<file path="src/common/p2pm_pkg.sv">
// Constants, types and register map of the port 2 upper pin selector.
// Assumes one 100 MHz clock, a synchronous reset and an AHB-Lite master.
// Operation
// - Pin 6: I2C, timer, then GPIO/pulse
// - Channel 5 compare/PWM decode drives pin 6
// - Pin 6 feeds channel 5 capture when enabled
// - Pin 6 feeds irq14 only when selected
// - Pin 6 is converter trigger when selected
// - Bus wait owns pin 5 first
// - Wait input fed only when alternate selected
// - Mode 7 without bus ignores wait enable
// - Channel 4 B compare/PWM2 decode drives pin 5
// - Pin 5 feeds channel 4 B capture only with timer group 0
// - Pin 5 feeds irq13 only when selected
// - Pin 5 pulse only with pulse group 0
// - Pin 5 timer only with timer group 0
// - Pin 4: timer, receive, then GPIO/pulse
// - Channel 4 A compare/PWM decode drives pin 4; the code also needs timer group 0
// - Receive input takes pin 4 only if select 0
// - Pin 4 feeds channel 4 A capture; the code also needs timer group 0
// - Pin 4 feeds irq12 only when selected
// - Pin 4 pulse only with pulse group 0
package p2pm_pkg;
  localparam logic [7:0]  OFF_TMR5 = 8'h00;
  localparam logic [7:0]  OFF_TMR4 = 8'h04;
  localparam logic [7:0]  OFF_PORT = 8'h08;
  localparam logic [7:0]  OFF_SEL  = 8'h0C;
  localparam logic [7:0]  OFF_STAT = 8'h10;

  localparam logic [31:0] REG_RST   = 32'h0000_0000;
  localparam logic [31:0] MASK_TMR5 = 32'h0000_03FF;
  localparam logic [31:0] MASK_TMR4 = 32'h0000_3FFF;
  localparam logic [31:0] MASK_PORT = 32'h0000_0777;
  localparam logic [31:0] MASK_SEL  = 32'h0007_3FFF;

  // Timer register fields
  localparam int TMR_MODE_LSB = 0;
  localparam int TMR_IOA_LSB  = 4;
  localparam int TMR_IOB_LSB  = 8;
  localparam int TMR5_CLR_LSB = 8;
  localparam int TMR4_CLR_LSB = 12;
  // Port register fields, bit 0 of each is pin 4
  localparam int PORT_DIR_LSB = 0;
  localparam int PORT_PEN_LSB = 4;
  localparam int PORT_DAT_LSB = 8;
  // Select register bits
  localparam int SEL_IIC      = 0;
  localparam int SEL_IRQ14    = 1;
  localparam int SEL_IRQ13    = 2;
  localparam int SEL_IRQ12    = 3;
  localparam int SEL_EXTTRG   = 4;
  localparam int SEL_TRG_HI   = 5;
  localparam int SEL_TRG_LO   = 6;
  localparam int SEL_EXTBUS   = 7;
  localparam int SEL_WAIT_EN  = 8;
  localparam int SEL_WAIT_ALT = 9;
  localparam int SEL_PPG_GRP  = 10;
  localparam int SEL_TPU_GRP  = 11;
  localparam int SEL_RX_ON    = 12;
  localparam int SEL_RX_PIN   = 13;
  localparam int SEL_OPM_LSB  = 16;
  // Status register fields
  localparam int STAT_LVL_LSB = 0;
  localparam int STAT_FN4_LSB = 4;
  localparam int STAT_FN5_LSB = 8;
  localparam int STAT_FN6_LSB = 12;

  localparam logic [3:0] MODE_NORMAL = 4'h0;
  localparam logic [3:0] MODE_PWM1   = 4'h2;
  localparam logic [3:0] MODE_PWM2   = 4'h3;
  localparam logic [1:0] CLR_BY_A    = 2'h1;
  localparam logic [1:0] CLR_BY_B    = 2'h2;
  localparam logic [2:0] OPM_1       = 3'h1;
  localparam logic [2:0] OPM_2       = 3'h2;
  localparam logic [2:0] OPM_4       = 3'h4;
  localparam logic [2:0] OPM_7       = 3'h7;

  typedef enum logic [2:0] {
    FN_INPUT, FN_GPIO, FN_PULSE, FN_TIMER, FN_IIC, FN_WAIT, FN_RX
  } p2pm_func_t;
endpackage

</file>
<file path="src/hw/p2pm_chan_dec.sv">
// Decode of one timer pin: compare, PWM 1, PWM 2 and capture.
// Assumes mode, io and clear codes come from registers on the same clock.
module p2pm_chan_dec
  import p2pm_pkg::*;
#(
  parameter bit         PWM1_OK   = 1'b1,
  parameter logic [1:0] CLR_BLOCK = CLR_BY_A,
  parameter bit         CAP_TOP   = 1'b0
) (
  // Timer settings
  input  wire logic [3:0] mode,
  input  wire logic [3:0] io,
  input  wire logic [1:0] clr,
  // Decoded use of the pin
  output logic            drive,
  output logic            pwm1,
  output logic            capture
);
  logic normal;
  logic io_live;
  logic compare;
  logic pwm2;

  always_comb begin
    normal  = (mode == MODE_NORMAL) || (mode[3:2] == 2'b01);
    io_live = (io[1:0] != 2'b00);
    compare = normal && !io[3] && io_live;
    pwm1    = PWM1_OK && (mode == MODE_PWM1) && io_live;
    pwm2    = (mode == MODE_PWM2) && io_live && (clr != CLR_BLOCK);
    drive   = compare || pwm1 || pwm2;
    // Channel 5 A captures on the top bit alone, the others need 10xx
    capture = normal && (CAP_TOP ? io[3] : (io[3:2] == 2'b10));
  end
endmodule

</file>
<file path="src/hw/p2pm_sync.sv">
// Three-stage pad synchroniser; a change counts once stages 2 and 3 agree.
// Assumes pad levels are asynchronous to CLOCK.
module p2pm_sync
  import p2pm_pkg::*;
#(
  parameter int WIDTH = 3
) (
  // Clock and reset
  input  wire logic             clock,
  input  wire logic             reset,
  // Pad side and clean level
  input  wire logic [WIDTH-1:0] pad,
  output logic      [WIDTH-1:0] level
);
  typedef struct packed {
    logic [WIDTH-1:0] s1;
    logic [WIDTH-1:0] s2;
    logic [WIDTH-1:0] s3;
    logic [WIDTH-1:0] lvl;
  } p2pm_sync_t;

  p2pm_sync_t st;
  p2pm_sync_t next_st;

  always_comb begin
    next_st    = st;
    next_st.s1 = pad;
    next_st.s2 = st.s1;
    next_st.s3 = st.s2;
    for (int i = 0; i < WIDTH; i++) begin
      if (st.s2[i] == st.s3[i]) begin
        next_st.lvl[i] = st.s3[i];
      end
    end
  end

  always_ff @(posedge clock) begin
    if (reset) begin
      st <= '0;
    end else begin
      st <= next_st;
    end
  end

  assign level = st.lvl;
endmodule

</file>
<file path="src/hw/p2pm_top.sv">
// Port 2 pins 6..4 function selector with AHB-Lite control registers.
// Assumes peripherals on CLOCK; pads asynchronous; single AHB slave.
//
// The implementer's own choices: the AHB-Lite slave port and the address map.
module p2pm_top
  import p2pm_pkg::*;
(
  // Clock and reset
  input  wire logic        CLOCK,
  input  wire logic        RESET,
  // AHB-Lite slave
  input  wire logic        HSEL,
  input  wire logic [31:0] HADDR,
  input  wire logic [1:0]  HTRANS,
  input  wire logic        HWRITE,
  input  wire logic [2:0]  HSIZE,
  input  wire logic [31:0] HWDATA,
  input  wire logic        HREADY,
  output logic             HREADYOUT,
  output logic             HRESP,
  output logic [31:0]      HRDATA,
  // Pads, index is the pin number
  input  wire logic [6:4]  PIN_IN,
  output logic      [6:4]  PIN_OUT,
  output logic      [6:4]  PIN_OE,
  // Peripheral drive values
  input  wire logic        TIMER_A5_OUT,
  input  wire logic        TIMER_B4_OUT,
  input  wire logic        TIMER_A4_OUT,
  input  wire logic [6:4]  PULSE_OUT,
  input  wire logic        SERIAL_DATA_CH2_DRIVE_LOW,
  // Peripheral observers
  output logic             TIMER_A5_IN,
  output logic             TIMER_B4_IN,
  output logic             TIMER_A4_IN,
  output logic             TIMER_B5_DIS,
  output logic             IRQ14_ALT_N,
  output logic             IRQ13_ALT_N,
  output logic             IRQ12_ALT_N,
  output logic             CONV1_TRIG_N,
  output logic             WAIT_ALT_N,
  output logic             RX4_ALT,
  output logic             SERIAL_DATA_CH2_IN
);
  typedef struct packed {
    logic [31:0] tmr5;
    logic [31:0] tmr4;
    logic [31:0] port;
    logic [31:0] sel;
    logic        wr_pend;
    logic [7:0]  waddr;
    logic [31:0] rdata;
    logic [6:4]  pin_out;
    logic [6:4]  pin_oe;
    p2pm_func_t  fn4;
    p2pm_func_t  fn5;
    p2pm_func_t  fn6;
    logic        cap_a5;
    logic        cap_b4;
    logic        cap_a4;
    logic        b5_dis;
    logic        irq14;
    logic        irq13;
    logic        irq12;
    logic        trig;
    logic        wait_n;
    logic        rx4;
    logic        sda_in;
    logic        up;
  } p2pm_state_t;

  p2pm_state_t st;
  p2pm_state_t next_st;
  logic [6:4]  lvl;
  logic        drv_a5, pwm1_a5, cap_a5;
  logic        drv_b4, cap_b4;
  logic        drv_a4, cap_a4;
  logic        sel_iic, tpu_grp, ppg_grp, wait_act;
  logic [2:0]  opm, dir, pen, dat;

  p2pm_sync #(.WIDTH(3)) u_sync (
    .clock (CLOCK),
    .reset (RESET),
    .pad   (PIN_IN),
    .level (lvl)
  );

  p2pm_chan_dec #(.PWM1_OK(1'b1), .CLR_BLOCK(CLR_BY_A), .CAP_TOP(1'b1)) u_dec_a5 (
    .mode    (st.tmr5[TMR_MODE_LSB +: 4]),
    .io      (st.tmr5[TMR_IOA_LSB +: 4]),
    .clr     (st.tmr5[TMR5_CLR_LSB +: 2]),
    .drive   (drv_a5),
    .pwm1    (pwm1_a5),
    .capture (cap_a5)
  );

  p2pm_chan_dec #(.PWM1_OK(1'b0), .CLR_BLOCK(CLR_BY_B), .CAP_TOP(1'b0)) u_dec_b4 (
    .mode    (st.tmr4[TMR_MODE_LSB +: 4]),
    .io      (st.tmr4[TMR_IOB_LSB +: 4]),
    .clr     (st.tmr4[TMR4_CLR_LSB +: 2]),
    .drive   (drv_b4),
    .pwm1    (),
    .capture (cap_b4)
  );

  p2pm_chan_dec #(.PWM1_OK(1'b1), .CLR_BLOCK(CLR_BY_A), .CAP_TOP(1'b0)) u_dec_a4 (
    .mode    (st.tmr4[TMR_MODE_LSB +: 4]),
    .io      (st.tmr4[TMR_IOA_LSB +: 4]),
    .clr     (st.tmr4[TMR4_CLR_LSB +: 2]),
    .drive   (drv_a4),
    .pwm1    (),
    .capture (cap_a4)
  );

  // Pad enable and value for a chosen function, {oe, out}
  function automatic logic [1:0] pin_drive(input p2pm_func_t fn, input logic tv,
                                           input logic pv, input logic gv,
                                           input logic sl);
    unique case (fn)
      FN_GPIO:  pin_drive = {1'b1, gv};
      FN_PULSE: pin_drive = {1'b1, pv};
      FN_TIMER: pin_drive = {1'b1, tv};
      FN_IIC:   pin_drive = {sl, 1'b0};
      FN_INPUT: pin_drive = 2'b00;
      FN_WAIT:  pin_drive = 2'b00;
      FN_RX:    pin_drive = 2'b00;
      default:  pin_drive = 2'b00;
    endcase
  endfunction

  always_comb begin
    sel_iic  = st.sel[SEL_IIC];
    tpu_grp  = st.sel[SEL_TPU_GRP];
    ppg_grp  = st.sel[SEL_PPG_GRP];
    opm      = st.sel[SEL_OPM_LSB +: 3];
    dir      = st.port[PORT_DIR_LSB +: 3];
    pen      = st.port[PORT_PEN_LSB +: 3];
    dat      = st.port[PORT_DAT_LSB +: 3];
    // Mode 7 with the bus off never reaches this term
    wait_act = st.sel[SEL_EXTBUS] && st.sel[SEL_WAIT_EN] &&
               (opm == OPM_1 || opm == OPM_2 || opm == OPM_4 || opm == OPM_7);
  end

  always_comb begin
    next_st    = st;
    next_st.up = 1'b1;

    // Bus write lands in its data phase
    if (st.wr_pend) begin
      unique case (st.waddr)
        OFF_TMR5: next_st.tmr5 = HWDATA & MASK_TMR5;
        OFF_TMR4: next_st.tmr4 = HWDATA & MASK_TMR4;
        OFF_PORT: next_st.port = HWDATA & MASK_PORT;
        OFF_SEL:  next_st.sel  = HWDATA & MASK_SEL;
        default:  next_st.sel  = st.sel;
      endcase
    end
    next_st.wr_pend = 1'b0;
    if (HSEL && HREADY && HTRANS[1]) begin
      next_st.wr_pend = HWRITE && (HSIZE == 3'b010);
      next_st.waddr   = HADDR[7:0];
      // Read sees a write still in its data phase
      unique case (HADDR[7:0])
        OFF_TMR5: next_st.rdata = next_st.tmr5;
        OFF_TMR4: next_st.rdata = next_st.tmr4;
        OFF_PORT: next_st.rdata = next_st.port;
        OFF_SEL:  next_st.rdata = next_st.sel;
        OFF_STAT: begin
          next_st.rdata = REG_RST;
          next_st.rdata[STAT_LVL_LSB +: 3] = lvl;
          next_st.rdata[STAT_FN4_LSB +: 3] = st.fn4;
          next_st.rdata[STAT_FN5_LSB +: 3] = st.fn5;
          next_st.rdata[STAT_FN6_LSB +: 3] = st.fn6;
        end
        default:  next_st.rdata = REG_RST;
      endcase
    end

    // Pin 6 priority chain
    if (sel_iic) begin
      next_st.fn6 = FN_IIC;
    end else if (drv_a5) begin
      next_st.fn6 = FN_TIMER;
    end else if (!dir[2]) begin
      next_st.fn6 = FN_INPUT;
    end else if (pen[2]) begin
      next_st.fn6 = FN_PULSE;
    end else begin
      next_st.fn6 = FN_GPIO;
    end

    // Pin 5 priority chain
    if (wait_act) begin
      next_st.fn5 = FN_WAIT;
    end else if (drv_b4 && !tpu_grp) begin
      next_st.fn5 = FN_TIMER;
    end else if (!dir[1]) begin
      next_st.fn5 = FN_INPUT;
    end else if (pen[1] && !ppg_grp) begin
      next_st.fn5 = FN_PULSE;
    end else begin
      next_st.fn5 = FN_GPIO;
    end

    // Pin 4 priority chain; a blocked function falls to the next one
    if (drv_a4 && !tpu_grp) begin
      next_st.fn4 = FN_TIMER;
    end else if (st.sel[SEL_RX_ON] && !st.sel[SEL_RX_PIN]) begin
      next_st.fn4 = FN_RX;
    end else if (!dir[0]) begin
      next_st.fn4 = FN_INPUT;
    end else if (pen[0] && !ppg_grp) begin
      next_st.fn4 = FN_PULSE;
    end else begin
      next_st.fn4 = FN_GPIO;
    end

    {next_st.pin_oe[6], next_st.pin_out[6]} =
      pin_drive(next_st.fn6, TIMER_A5_OUT, PULSE_OUT[6], dat[2], SERIAL_DATA_CH2_DRIVE_LOW);
    {next_st.pin_oe[5], next_st.pin_out[5]} =
      pin_drive(next_st.fn5, TIMER_B4_OUT, PULSE_OUT[5], dat[1], 1'b0);
    {next_st.pin_oe[4], next_st.pin_out[4]} =
      pin_drive(next_st.fn4, TIMER_A4_OUT, PULSE_OUT[4], dat[0], 1'b0);

    // Observers read the pad whatever drives it; unselected ones idle high; b5_dis follows PWM 1 on channel 5 A instead
    next_st.irq14  = st.sel[SEL_IRQ14] ? lvl[6] : 1'b1;
    next_st.irq13  = st.sel[SEL_IRQ13] ? lvl[5] : 1'b1;
    next_st.irq12  = st.sel[SEL_IRQ12] ? lvl[4] : 1'b1;
    next_st.cap_a5 = cap_a5 ? lvl[6] : 1'b1;
    next_st.cap_b4 = (cap_b4 && !tpu_grp) ? lvl[5] : 1'b1;
    next_st.cap_a4 = (cap_a4 && !tpu_grp) ? lvl[4] : 1'b1;
    next_st.b5_dis = pwm1_a5;
    next_st.trig   = (!st.sel[SEL_EXTTRG] && st.sel[SEL_TRG_HI] &&
                      st.sel[SEL_TRG_LO]) ? lvl[6] : 1'b1;
    next_st.wait_n = (wait_act && st.sel[SEL_WAIT_ALT]) ? lvl[5] : 1'b1;
    next_st.rx4    = (next_st.fn4 == FN_RX) ? lvl[4] : 1'b1;
    next_st.sda_in = sel_iic ? lvl[6] : 1'b1;
  end

  always_ff @(posedge CLOCK) begin
    if (RESET) begin
      st <= '0;
    end else begin
      st <= next_st;
    end
  end

  assign HREADYOUT    = 1'b1;
  assign HRESP        = 1'b0;
  assign HRDATA       = st.rdata;
  assign PIN_OUT      = st.pin_out;
  assign PIN_OE       = st.pin_oe;
  assign TIMER_A5_IN  = st.cap_a5;
  assign TIMER_B4_IN  = st.cap_b4;
  assign TIMER_A4_IN  = st.cap_a4;
  assign TIMER_B5_DIS = st.b5_dis;
  assign IRQ14_ALT_N  = st.irq14;
  assign IRQ13_ALT_N  = st.irq13;
  assign IRQ12_ALT_N  = st.irq12;
  assign CONV1_TRIG_N = st.trig;
  assign WAIT_ALT_N   = st.wait_n;
  assign RX4_ALT      = st.rx4;
  assign SERIAL_DATA_CH2_IN = st.sda_in;
endmodule

</file>
<file path="config.mk">
export PLATFORM = sky130hd
export DESIGN_NAME = p2pm_top
export DESIGN_NICKNAME = d
export VERILOG_FILES = /design/src/common/p2pm_pkg.sv /design/src/hw/p2pm_chan_dec.sv /design/src/hw/p2pm_sync.sv /design/src/hw/p2pm_top.sv
export SDC_FILE = /design/constraint.sdc
export NUM_CORES = 1
export LEC_CHECK = 0
export BUFFER_PORTS_ARGS = -buffer_cell sky130_fd_sc_hd__buf_2
export CAP_MARGIN = 20
export CORE_ASPECT_RATIO = 0.8
export CORE_MARGIN = 2
export CORE_UTILIZATION = 50
export CTS_CLUSTER_DIAMETER = 120
export CTS_CLUSTER_SIZE = 8
export DETAILED_ROUTE_END_ITERATION = 12
export PLACE_DENSITY = 0.8
export RECOVER_POWER = 25
export SLEW_MARGIN = 40
export SYNTH_ARGS = -nofsm -noshare
export SYNTH_HDL_FRONTEND = slang
export SYNTH_SLANG_ARGS = --single-unit
</file>
<file path="constraint.sdc">
create_clock -name CLOCK -period 2.42 [get_ports CLOCK]
set_clock_uncertainty 0.2 [all_clocks]
set_input_delay 0.484 -clock CLOCK [delete_from_list [all_inputs] [get_ports CLOCK]]
set_output_delay 0.484 -clock CLOCK [all_outputs]
set_load 0.01 [all_outputs]
</file>
### Yosys cells after proc, flatten, opt, wreduce, memory -nomap -nowiden

Index checks and enable logic that the tools add are counted.

| operators by class | value |
|---|---|
| equal/unequal tests | 37 |
| reduce and logical (&&, ||, !) cells | 57 |
| bitwise logic cells | 1 |
| mux-type cells | 31 |

Operators by type and width:

| cell | number |
|---|---|
| $pmux W32 S5 | 1 |
| $mux W128 | 1 |
| $mux W32 | 4 |
| $eq A8 B4 Y1 const B | 4 |
| $logic_and A1 B1 Y1 | 32 |
| $eq A3 B2 Y1 const B | 8 |
| $eq A4 B2 Y1 const B | 4 |
| $eq A8 B3 Y1 const B | 2 |
| $logic_not A8 Y1 | 2 |
| $mux W2 | 8 |
| $eq A3 B1 Y1 const B | 4 |
| $eq A3 B3 Y1 const B | 4 |
| $mux W3 | 4 |
| $pmux W2 S3 | 2 |
| $logic_or A1 B1 Y1 | 10 |
| $mux W1 | 10 |
| $eq A8 B5 Y1 const B | 1 |
| $logic_not A4 Y1 | 2 |
| $pmux W2 S4 | 1 |
| $logic_not A1 Y1 | 7 |
| $reduce_bool A2 Y1 | 3 |
| $eq A2 B1 Y1 const B | 2 |
| $eq A2 B2 Y1 const B | 2 |
| $ne A2 B1 Y1 const B | 2 |
| other kinds (4) | 6 |

| storage, ports and cells | value |
|---|---|
| output and inout port bits | 51 |
| input bits | 84 |
| logic and storage cells | 155 |
| flip-flop bits (word level) | 207 |

### Depth between registers and ports, before layout

Gate-level depths: netlist (run 1).

| logic depth | value |
|---|---|
| depth in word-level cells | 10 |
| depth in mapped cells | 7 |

### By module

Synthesis (run 1) repeated with hierarchy kept, for this count alone.

| unflattened totals | value |
|---|---|
| cell total of the unflattened synthesis | 811 |
| area, all modules | 7955.1 um^2 |

Modules (own cells, without submodules):

| module | instances | area an instance (um^2) | cells an instance | sequential area each (um^2) |
|---|---|---|---|---|
| p2pm_top | 1 | 7344.5 | 743 | 3903.7 |
| p2pm_sync | 1 | 410.4 | 34 | 240.2 |
| p2pm_chan_dec (u_dec_b4) | 1 | 75.1 | 10 | 0.0 |
| p2pm_chan_dec (u_dec_a4) | 1 | 63.8 | 12 | 0.0 |
| p2pm_chan_dec (u_dec_a5) | 1 | 61.3 | 12 | 0.0 |

### Least setup slack after synthesis (run 1)

OpenSTA, ideal clock, no wires.

| path | value |
|---|---|
| path kind | input port to flip-flop |
| from | in HADDR[6] |
| to | reg st (netlist bit HRDATA[11]) |
| stages | 7 |
| setup slack | -0.109 ns |
| arrival | 2.243 ns |
| buffers on the path | 3 |
| cell sequence | or4_1 buf_2 or4_1 buf_2 buf_6 o22a_1 a221oi_2 |

| between the ends | value |
|---|---|
| cells in the longest elaborated chain, start to end | 2 |
| elaborated cells on any way between the ends | 6 |

Ends and longest elaborated chain:

| element | RTL line | source |
|---|---|---|
| start, declared | p2pm_top.sv:13 | `input wire logic [31:0] HADDR,` |
| $eq A8 B5 Y1, or another cell as far along | p2pm_top.sv:163 | `unique case (HADDR[7:0])` |
| $pmux W32 S5 (*) | p2pm_top.sv:163 |  |
| end signal, assigned | p2pm_top.sv:244 | `st <= next_st;` |
| end, declared | p2pm_top.sv:72 | `p2pm_state_t st;` |

Every way passes the cells marked *; elsewhere a longest branch is shown, timed or not.
A chain may end at the register's enable or synchronous reset.

### Worst setup path in the final report (run 1)

| path | value |
|---|---|
| from | reg st[63] (netlist name) |
| to | reg st (netlist bit HRDATA[9]) |

| between the ends | value |
|---|---|
| cells in the longest elaborated chain, start to end | 4 |
| elaborated cells on any way between the ends | 10 |

Ends and longest elaborated chain:

| element | RTL line | source |
|---|---|---|
| $eq A8 B4 Y1, or another cell as far along | p2pm_top.sv:150 | `unique case (st.waddr)` |
| $mux W32 | p2pm_top.sv:150 |  |
| $mux W128 (*) | p2pm_top.sv:149 | `if (st.wr_pend) begin` |
| $pmux W32 S5 (*) | p2pm_top.sv:163 |  |

Marked as above.

==> metrics.md, run 1 <==
| Metric | Value |
|---|---|
| Status | completed |
| Unrepaired setup endpoints after global routing | true |
| Fin. Hold Viols | 0 |
| Cells after Synth | around 840 |
| Clk slew on worst S/H paths | roughly 0.05 ns |
| CTS Buffer Depth | 3 |
| Core ar. | ~16000 um2 |
| Leak Pwr | ~0.0038 uW |
| Clock tree from TritonCTS | built |
| Vias per inst | about 5.7 |
| HP Class | input port to register |
| Mean area per synthesized cell | approximately 9.5 um2 |
| GR Util All Layers | approximately 23% |
| Pre-Repair DR Iteration Count | 5 |
| Routed wire length | a little over 20000 um |
| Max Slew Vio Count | 0 |
| Syn_nets | a little over 900 |
| Synth cell types | 57 |
| Commonest cells in the synthesized netlist | dfxtp_1 (207), and2_1 (78), nor2_1 (78) |
| I/O Buffers | 92 |
| Crit Path Category | register to register |
| Synth Register Bits | between 200 and 250 |
| Non-filler cells, final | 1149 |
| Root buffer cell | clkbuf_16 |
| Peak supply drop | around 0.00048 V |
| Crit-path max FO | 8 |
| First-pass GRT wire length | between 30000 and 40000 um |
| Vias in the first global route | approximately 6000 |
| Max Clock Freq | about 420 MHz |
| Main synth FF type | dfxtp_1 |
| Nature of the critical path startpoint | register |
| H-tree Lvls | 1 |
| Crit. End Element | register |
| Post-synth top area cell | dfxtp_1 |
| Min Tclk post-route | between 2 and 2.5 ns |
| 1st-iter DRT viols | roughly 730 |
| YS warnings | 0 |
| Top cell type's share of synthesized area | roughly 52% |
| Die width | approximately 150 um |
| Total CTS buffers | 29 |
| Largest net degree at the start of global routing | 53 |
| Routed len/inst | approximately 18 um |
| Starting Density | approximately 51% |
| Period utilization | 99.1% |
| Final net count | 1018 |
| Reg2Reg Depth | 6 |
| PwrDens | about 740 nW/um2 |
| Number of remaining DRC errors | 0 |
| Die height | 117 um |
| Setup-failing EPs final | 0 |
| Post-Syn Area | between 8000 and 9000 um2 |
| Max_slew headroom | between 20% and 30% |
| Slew @ Worst Pin | 1.18 ns |
| Detailed-route via count | about 6500 |
| Crit path required time | between 2 and 3 ns |
| Clock net sink count | a little over 200 |
| Max-cap viol count | 0 |
| Worst-Skew Late Latency | approximately 0.52 ns |
| Initial antenna violation count | 0 |
| Detail Route Antenna Nets | 0 |
| Fraction of registers with async set/reset | 0% |
| EDFF count, synth | 0 |
| Gpl congestion | 0.869 |
| Final design utilization | between 60% and 70% |
| # rows | a little over 40 |
| Share of cells above drive strength 1 | a little under a fifth |
| Synth-to-Final Area Change | 19.3% |
| Setup TNS Final | 0 ns |
| Area contributors post-synth | dfxtp_1 (52%), mux2i_1 (6.5%), and2_1 (6.1%), nand3_1 (4.3%), buf_4 (4.0%) |
| Most common cell in the netlist | dfxtp_1 |
| Boundary pin count | about 140 |
| Post-synthesis sequential area ratio | approximately half |
| HPWL after DPL | 13100 um |
| Placed insts | ~1100 |
| Hold path cells | 3 |
| Gr ovfl total | 0 |
| Die ar. | around 17000 um2 |
| Arr. time, crit path | about 2.6 ns |
==> routing by layer <==
| metal | up-vias | track usage (%) | share of wire, % |
|---|---|---|---|
| met2 | 294 | 36.3 | 44 |
| met3 | 37 | 4.65 | 8.5 |
| li1 | 3071 | - | - |
| met4 | 0 | 6.73 | 2.1 |
| met1 | 3144 | 33.0 | 45 |
| met5 | - | 0 | 0 |
==> state kept, by name (all words and copies together), names as in the netlist, 3 cells and up <==
signal,flops
st,132
HRDATA,32
u_sync.next_st,6
PIN_OE,3
PIN_OUT,3
dat,3
dir,3
opm,3
pen,3
u_sync.level,3
u_sync.st,3
==> cell families (layout without fill, tap and decap cells) <==
logic type	count (synthesis)	in the layout	share of synthesized area [%]
multiplexers	53	53	6.64
XOR/XNOR	1	1	0.297
other	2	3	0.0938
AND/OR/NAND/NOR	349	349	22.8
AO/OA/AOI/OAI	127	127	11.4
buffers and inverters	102	194	6.98
flip-flops	207	207	51.7
==> path summary, 6_finish.rpt <==
| kind | endpoint | start | slack (ns) |
|---|---|---|---|
| setup / recovery | HRDATA[9] | st[63] | 0.02 |
| hold / removal | PIN_OUT[4] | TIMER_A4_OUT | 0.006 |
| setup reg to reg | HRDATA[9] | st[63] | 0.02 |
| hold reg to reg | u_sync.next_st[3] | u_sync.next_st[6] | 0.23 |
==> through the flow <==
step	instance area (um2)	power, uW	setup WS (ns)	hold slack, ns
after global routing	9550	7260	-0.0682	0.0318
after CTS	9510	7080	0.0274	0.00299
after floorplan	8040	3600	-0.0748	0.212
after detailed placement	8710	3720	-0.205	0.222
after global placement	8700	3710	-0.165	0.217
final	9550	7040	0.0213	0.00558
==> power by group <==
| part | total (uW) | switching (uW) | leakage [uW] | internal, uW |
|---|---|---|---|---|
| registers | 3450 | 9.75 | 0.00167 | 3440 |
| clock network | 3380 | 1300 | 0.000359 | 2080 |
| logic | 212 | 137 | 0.00178 | 75.3 |
| total | 7040 | 1450 | 0.00381 | 5590 |
==> critical path, stage by stage (launching register included) <==
cell	delay, ns
dfxtp_1	0.31
or4b_4	0.57
nor3b_2	0.23
buf_6	0.21
mux2i_1	0.34
o22ai_2	0.14
o31a_1	0.30
==> cells in the final DEF (no fill, tap or decap), types with 11 or more instances in the layout <==
| cell | Yosys | final |
|---|---|---|
| mux2i_1 | 52 | 47 |
| buf_4 | 43 | 48 |
| and2_1 | 78 | 78 |
| a22o_1 | 15 | 15 |
| nor2b_1 | 11 | 11 |
| clkbuf_16 | 0 | 29 |
| dfxtp_1 | 207 | 207 |
| nand2_1 | 51 | 51 |
| nand4_1 | 16 | 16 |
| nor2_1 | 78 | 76 |
| clkbuf_1 | 37 | 33 |
| buf_2 | 6 | 61 |
| nand3_1 | 69 | 69 |
| a21oi_1 | 30 | 30 |
==> cell type report <==
cell class / instances / area [um2]
antenna: 1 / 2.50
clock buffer: 30 / 729
fill: 1309 / 6140
inverter: 10 / 37.5
multi-input combinational: 532 / 3420
sequential: 207 / 4140
tap: 215 / 269
timing repair buffer: 154 / 951
==> repair_timing <==
action	4_1_cts	5_1_grt
endpoints found under the hold margin	3	0
setup endpoints to repair	14	17
gates resized for setup	9	10
pin swaps	1	4
hold buffers	3	0
setup buffers	0	4
Power figures use the tool's default switching activity.
==> run 2: changes to the inputs <==
--- a/config.mk
+++ b/config.mk
@@ -5,6 +5,7 @@
 export SDC_FILE = /design/constraint.sdc
 export NUM_CORES = 1
 export LEC_CHECK = 0
+export ABC_AREA = 1
 export BUFFER_PORTS_ARGS = -buffer_cell sky130_fd_sc_hd__buf_2
 export CAP_MARGIN = 20
 export CORE_ASPECT_RATIO = 0.8
@@ -13,8 +14,7 @@
 export CTS_CLUSTER_DIAMETER = 120
 export CTS_CLUSTER_SIZE = 8
 export DETAILED_ROUTE_END_ITERATION = 12
-export PLACE_DENSITY = 0.8
-export RECOVER_POWER = 25
+export PLACE_DENSITY = 0.79
 export SLEW_MARGIN = 40
 export SYNTH_ARGS = -nofsm -noshare
 export SYNTH_HDL_FRONTEND = slang
==> run 2 against run 1 <==
Die area increased by 9.5%. Final cell count increased by 29%. Final area increased by 4.7%. Wire length increased by 9.6%. Critical endpoint is now HRDATA[14]. Via count increased by 21%. First-iteration DRC count increased by 3.4%. Area after synthesis increased by 9.9%. Sequential power about the same. Critical path depth increased by 3. Critical path type unchanged. Utilization decreased by 2.9 points. Clock-buffer cell count unchanged. Setup slack improved by 0.12 ns.
==> metrics.md, run 2 <==
| Metric | Value |
|---|---|
| Max_slew headroom | between 50% and 60% |
| Setup TNS Final | 0 ns |
| Core ar. | approximately 17000 um2 |
| Detail Route Antenna Nets | 0 |
| Boundary pin count | around 140 |
| Total CTS buffers | 29 |
| Top cell type's share of synthesized area | 47.1% |
| Peak supply drop | 0.000405 V |
| Max Clock Freq | about 440 MHz |
| Root buffer cell | clkbuf_16 |
| Commonest cells after routing, fill and taps aside | nand2_1 (264), dfxtp_1 (207), nand3_1 (192), nor2_1 (157), inv_1 (98) |
| Cell with the most instances on the worst path | nand3_1 |
| Synth cell types | 35 |
| # diodes | 0 |
| Vias in the first global route | approximately 7300 |
| Largest net degree at the start of global routing | 132 |
| Internal cell power | between 5000 and 6000 uW |
| Area contributors post-synth | dfxtp_1 (47%), nand2_1 (11%), nand3_1 (11%), nor2_1 (6.7%), buf_4 (4.4%) |
| HP Class | input port to register |
| PwrDens | just over 700 nW/um2 |
| Worst-Skew Late Latency | between 0.5 and 0.6 ns |
| Unrepaired setup endpoints after global routing | false |
| Reg2reg start | st[59] |
| Max stage delay on crit path | ~0.39 ns |
| Slowest-stage cell, CP | nor2_4 |
| Sw Ratio | 21.8% |
| Die height | around 120 um |
| Share of cells above drive strength 1 | between 10% and 20% |
| Period utilization | between 90% and 100% |
| Initial antenna violation count | 0 |
| Max FFs per register | roughly 130 |
| Fraction of registers with async set/reset | 0% |
| I/O Buffers | 92 |
| Mean area per synthesized cell | 7.29 um2 |
| Die ar. | 18700 um2 |
| Arr. time, crit path | approximately 2.5 ns |
| Commonest cells in the synthesized netlist | nand2_1 (264), dfxtp_1 (207), nand3_1 (193) |
| Starting Density | 50.9% |
| Placed insts | 1441 |
| 1st-iter DRT viols | 750 |
| Synth Register Bits | 207 |
| CTS Buffer Depth | 3 |
| Most common cell in the netlist | nand2_1 |
| EDFF count, synth | 0 |
| Main synth FF type | dfxtp_1 |
| Resized Gates After CTS | 0 |
| GR Util All Layers | approximately a quarter |
| Setup-failing EPs final | 0 |
| HPWL after DPL | roughly 15000 um |
| Routed len/inst | between 15 and 20 um |
| Crit-path max FO | 31 |
| Gpl congestion | 0.927 |
| Clk slew on worst S/H paths | around 0.05 ns |
| Combinational power share | approximately 3.9% |
| Synth-to-Final Area Change | 13.7% |
| Vias per inst | ~5.4 |
| Pwr Total | 7190 uW |
| Detailed-route via count | just under 8000 |
| Clock power frac | between 40 and 50% |
| Max-cap viol count | 0 |
| Nature of the critical path startpoint | register |
| Gr ovfl total | 0 |
| Slew @ Worst Pin | ~0.63 ns |
| Crit. End Element | register |
| Commonest non-fill, non-tap cell in the layout | nand2_1 |
| Die width | 152 um |
| P_sw | between 1500 and 2000 uW |
| Non-filler cells, final | 1477 |
| First-pass GRT wire length | about 37000 um |
| Hold Startpoint | SERIAL_DATA_CH2_DRIVE_LOW |
| Routed wire length | ~23000 um |
| Number of remaining DRC errors | 0 |
| Clock tree from TritonCTS | built |
| Fin. Hold Viols | 0 |
| Post-synth top area cell | dfxtp_1 |
| Final design utilization | just under 60% |
| Cells after Synth | around 1200 |
| Clock net sink count | approximately 210 |
| Leak Pwr | roughly 0.0044 uW |
| Cell Chain, Critical Path | nor2_2 -> nand2_1 -> nor2_4 -> nand2_2 -> buf_4 -> nand3_1 -> nand3_1 -> o21ai_1 -> a21oi_1 |
| Cts hold-fix bufs | 5 |
| Crit Path Category | register to register |
| Crit path required time | 2.62 ns |
| Seq pwr share | 47.9% |
| Post-synthesis sequential area ratio | roughly 47% |
| H-tree Lvls | 1 |
| Max Slew Vio Count | 0 |
| Fin Hold WS | around 0.018 ns |
| Final net count | ~1300 |
| Min Tclk post-route | roughly 2.3 ns |
| Syn_nets | between 1000 and 1500 |
| YS warnings | 0 |
| Critical Path Start | st[59] |
| Most flops, register | st |
| # rows | 43 |
| Post-Syn Area | just under 9000 um2 |
| Status | completed |
| Pre-Repair DR Iteration Count | 5 |
| Setup Fix Bufs, Post-CTS | 0 |
[run 2: cell count changes in the layout (fill, tap and decap cells not counted), moves of 11 or more]
cell / delta
a21oi_1: +27
a22o_1: -15
and2_1: -78
buf_2: +30
buf_4: -28
clkbuf_1: -32
inv_1: +88
mux2i_1: -47
nand2_1: +213
nand3_1: +123
nor2_1: +81
nor2b_1: -11
o21ai_1: +25
[run 2: power groups by stage]
stage | Clock (uW) | Sequential (uW) | Combinational [uW]
4_1_cts | 3490 | 3450 | 281
3_5_place_dp | 0 | 3510 | 274
6_report | 3460 | 3450 | 284
5_1_grt | 3640 | 3440 | 308
2_1_floorplan | 0 | 3520 | 168
3_3_place_gp | 0 | 3510 | 270
[run 2: worst max-delay path: cells and delay by family, from the launching register on]
family | cells | cell delay (ns)
flops | 1 | 0.31
simple gates | 6 | 0.97
compound gates | 2 | 0.38
buf+inv | 1 | 0.27
[run 2: cell families after synthesis]
logic type | synth area share [%]
AND/OR/NAND/NOR | 33.7
buffers and inverters | 11.8
flip-flops | 47.1
AO/OA/AOI/OAI | 7.13
XOR/XNOR | 0.199
other | 0.0854
[run 2: final cells by class]
cell class	count	area, um2
fillers	1555	7260
multi-input cells	786	3620
flip-flops and latches	207	4140
repair buffers	125	827
clock buffers	30	729
clock inverters	1	20.0
inverters	103	387
well taps	225	282
[run 2: layer usage]
metal	track usage, %	routed length, um	vias to the layer above
li1	-	-	3903
met1	34.4	10400	3709
met2	37.0	9580	301
met3	6.11	2220	39
met4	5.37	376	0
met5	0	0	-
[run 2: worst paths after layout]
| check | endpoint | slack, ns | cells after the start |
|---|---|---|---|
| min | PIN_OE[6] | 0.02 | 3 |
| max reg2reg | HRDATA[14] | 0.14 | 9 |
| max | HRDATA[14] | 0.14 | 9 |
| min reg2reg | u_sync.next_st[4] | 0.20 | 2 |
[run 2: stage by stage]
stage | setup WS (ns) | cell area, um2
6_report | 0.142 | 10000
2_1_floorplan | 0.724 | 8800
4_1_cts | 0.196 | 10000
5_1_grt | 0.0668 | 10000
3_5_place_dp | 0.215 | 9210
3_3_place_gp | 0.283 | 9210
==> run 3: changes to the inputs <==
--- a/config.mk
+++ b/config.mk
@@ -9,7 +9,6 @@
 export BUFFER_PORTS_ARGS = -buffer_cell sky130_fd_sc_hd__buf_2
 export CAP_MARGIN = 20
 export CORE_ASPECT_RATIO = 0.8
-export CORE_MARGIN = 2
 export CORE_UTILIZATION = 50
 export CTS_CLUSTER_DIAMETER = 120
 export CTS_CLUSTER_SIZE = 8
==> run 3 against run 2 <==
Sequential share of layout area up 0.22 points. Register-to-register slack better by 0.03 ns. Largest power group is now sequential cells. Die area down 2.9%. Setup slack better by 0.033 ns. Clock-buffer cell count unchanged. Combinational power down 2%. Final area down 0.52%.
==> metrics.md, run 3 (synthesis results as in run 2) <==
| Metric | Value |
|---|---|
| Largest net degree at the start of global routing | just under 200 |
| P_sw | 1550 uW |
| Internal cell power | ~5600 uW |
| Leak Pwr | approximately 0.0043 uW |
| Setup-failing EPs final | 0 |
| Max Slew Vio Count | 0 |
| Max_slew headroom | around two fifths |
| Root buffer cell | clkbuf_16 |
| Vias per inst | roughly 5.4 |
| Vias in the first global route | around 7100 |
| Hold Startpoint | HWDATA[16] |
| Max FFs per register | approximately 130 |
| Cell class contributing the biggest share of worst-path delay | simple AND/OR/NAND/NOR gates |
| Resized Gates After CTS | 0 |
| Gr busiest metal | met2 |
| Clock tree from TritonCTS | built |
| Reg2Reg Depth | 9 |
| First-pass GRT wire length | about 36000 um |
| Gr ovfl total | 0 |
| Nature of the critical path startpoint | register |
| Starting Density | a little over half |
| Clock net sink count | around 210 |
| HPWL after DPL | approximately 15000 um |
| Detail Route Antenna Nets | 0 |
| Slowest-stage cell, CP | dfxtp_1 |
| Crit path required time | between 2 and 3 ns |
| Detailed-route via count | ~8000 |
| Pwr Total | ~7200 uW |
| GR Util All Layers | approximately a quarter |
| CP Buf/Inv Count | 1 |
| Crit Path Category | register to register |
| Die height | roughly 120 um |
| Boundary pin count | 135 |
| Status | completed |
| WHS Endpoint | opm[0] |
| Hold path cells | 3 |
| Max stage delay on crit path | ~0.32 ns |
| Share of cells above drive strength 1 | about 14% |
| Die ar. | around 18000 um2 |
| Max-cap viol count | 0 |
| Seq pwr share | about 48% |
| Setup TNS Final | 0 ns |
| Clk slew on worst S/H paths | 0.05 ns |
| Die width | between 150 and 200 um |
| FF-to-FF setup slack | between 0.15 and 0.2 ns |
| Initial antenna violation count | 0 |
| Slew @ Worst Pin | 0.909 ns |
| M3 GR Usage | ~6.6% |
| 1st-iter DRT viols | 950 |
| Commonest cells after routing, fill and taps aside | nand2_1 (264), dfxtp_1 (207), nand3_1 (192), nor2_1 (157), inv_1 (98) |
| Fin. Hold Viols | 0 |
| Most flops, register | st |
| CTS Buffer Depth | 3 |
| Cts hold-fix bufs | 5 |
| Final net count | around 1300 |
| Core ar. | 16900 um2 |
| Total CTS buffers | 29 |
| Number of remaining DRC errors | 0 |
| Crit. End Element | register |
| Pre-Repair DR Iteration Count | 5 |
| Crit-path max FO | 23 |
| Met2 GRT Util | between 30% and 40% |
| I/O Buffers | 92 |
| Routed wire length | between 20000 and 25000 um |
| Reg2reg start | st[59] |
| R2r endpoint | HRDATA[6] |
| Unrepaired setup endpoints after global routing | false |
| HP Class | input port to register |
| Cell Chain, Critical Path | nor2_2 -> nand2_1 -> nor2_4 -> buf_4 -> nand3_1 -> nand3_1 -> nand3_1 -> o21bai_1 -> a21oi_1 |
| Cell with the most instances on the worst path | nand3_1 |
| Gpl congestion | about 0.97 |
| Grt met1 use | between 30% and 40% |
| Routed len/inst | 15.2 um |
| Min Tclk post-route | about 2.2 ns |
| Setup Fix Bufs, Post-CTS | 0 |
| Critical Path Start | st[59] |
| Combinational power share | 3.9% |
| Worst-Skew Late Latency | about 0.53 ns |
| Arr. time, crit path | between 2 and 2.5 ns |
| Clock power frac | between 40% and 50% |
| Peak supply drop | ~0.00042 V |
| Commonest non-fill, non-tap cell in the layout | nand2_1 |
| # rows | 42 |
| PwrDens | 719 nW/um2 |
| Sw Ratio | a little over a fifth |
| Synth-to-Final Area Change | 13.1% |
| # diodes | 0 |
| Max Clock Freq | 446 MHz |
| Period utilization | about 93% |
| H-tree Lvls | 1 |
-- run 3: area by class of cell --
class	instances	area, um2
Timing Repair Buffer	122	792
Sequential cell	207	4140
Inverter	103	387
Clock inverter	1	8.76
Clock buffer	30	729
Multi-Input combinational cell	786	3620
Fill cell	1487	6920
Tap cell	220	275
-- run 3: worst max-delay path by stage --
stage / to / slack (ns) / cells past startpoint
after floorplan: HRDATA[5] / 0.72 / 9
after CTS: HRDATA[31] / 0.27 / 9
final: HRDATA[6] / 0.18 / 9
after global routing: HRDATA[20] / 0.10 / 9
after detailed placement: HRDATA[31] / 0.28 / 9
after global placement: HRDATA[5] / 0.31 / 10
-- run 3: routing by layer --
| metal | part of all wire [%] | vias to the layer above | wire length (um) |
|---|---|---|---|
| met4 | 1.7 | 0 | 383 |
| li1 | - | 3891 | - |
| met3 | 10 | 36 | 2300 |
| met1 | 46 | 3701 | 10300 |
| met5 | 0 | - | 0 |
| met2 | 42 | 339 | 9400 |
-- run 3: power groups by stage --
stage	registers [uW]	logic [uW]	clock network, uW
after floorplan	3520	168	0
after global placement	3510	264	0
after detailed placement	3510	267	0
after CTS	3450	272	3470
after global routing	3450	301	3630
final	3450	277	3430
-- run 3: worst register-to-register path, delay by kind of cell, from the launching register on --
kind | cells | cell delay [ns]
flops | 1 | 0.32
buf+inv | 1 | 0.28
simple gates | 6 | 0.88
compound gates | 2 | 0.40
-- run 3: metrics by stage --
stage               std cells  instance area, um2  setup slack, ns  hold WS (ns)  utilization (%)
floorplan                1206                8800            0.724         0.188                -
global placement         1433                9170            0.312         0.194             54.3
detailed placement       1433                9170            0.279         0.197             54.3
CTS                      1469                9950            0.270        0.0251             59.0
global route             1469                9950            0.104        0.0263             59.0
finish                   1469                9950            0.175        0.0266             59.0
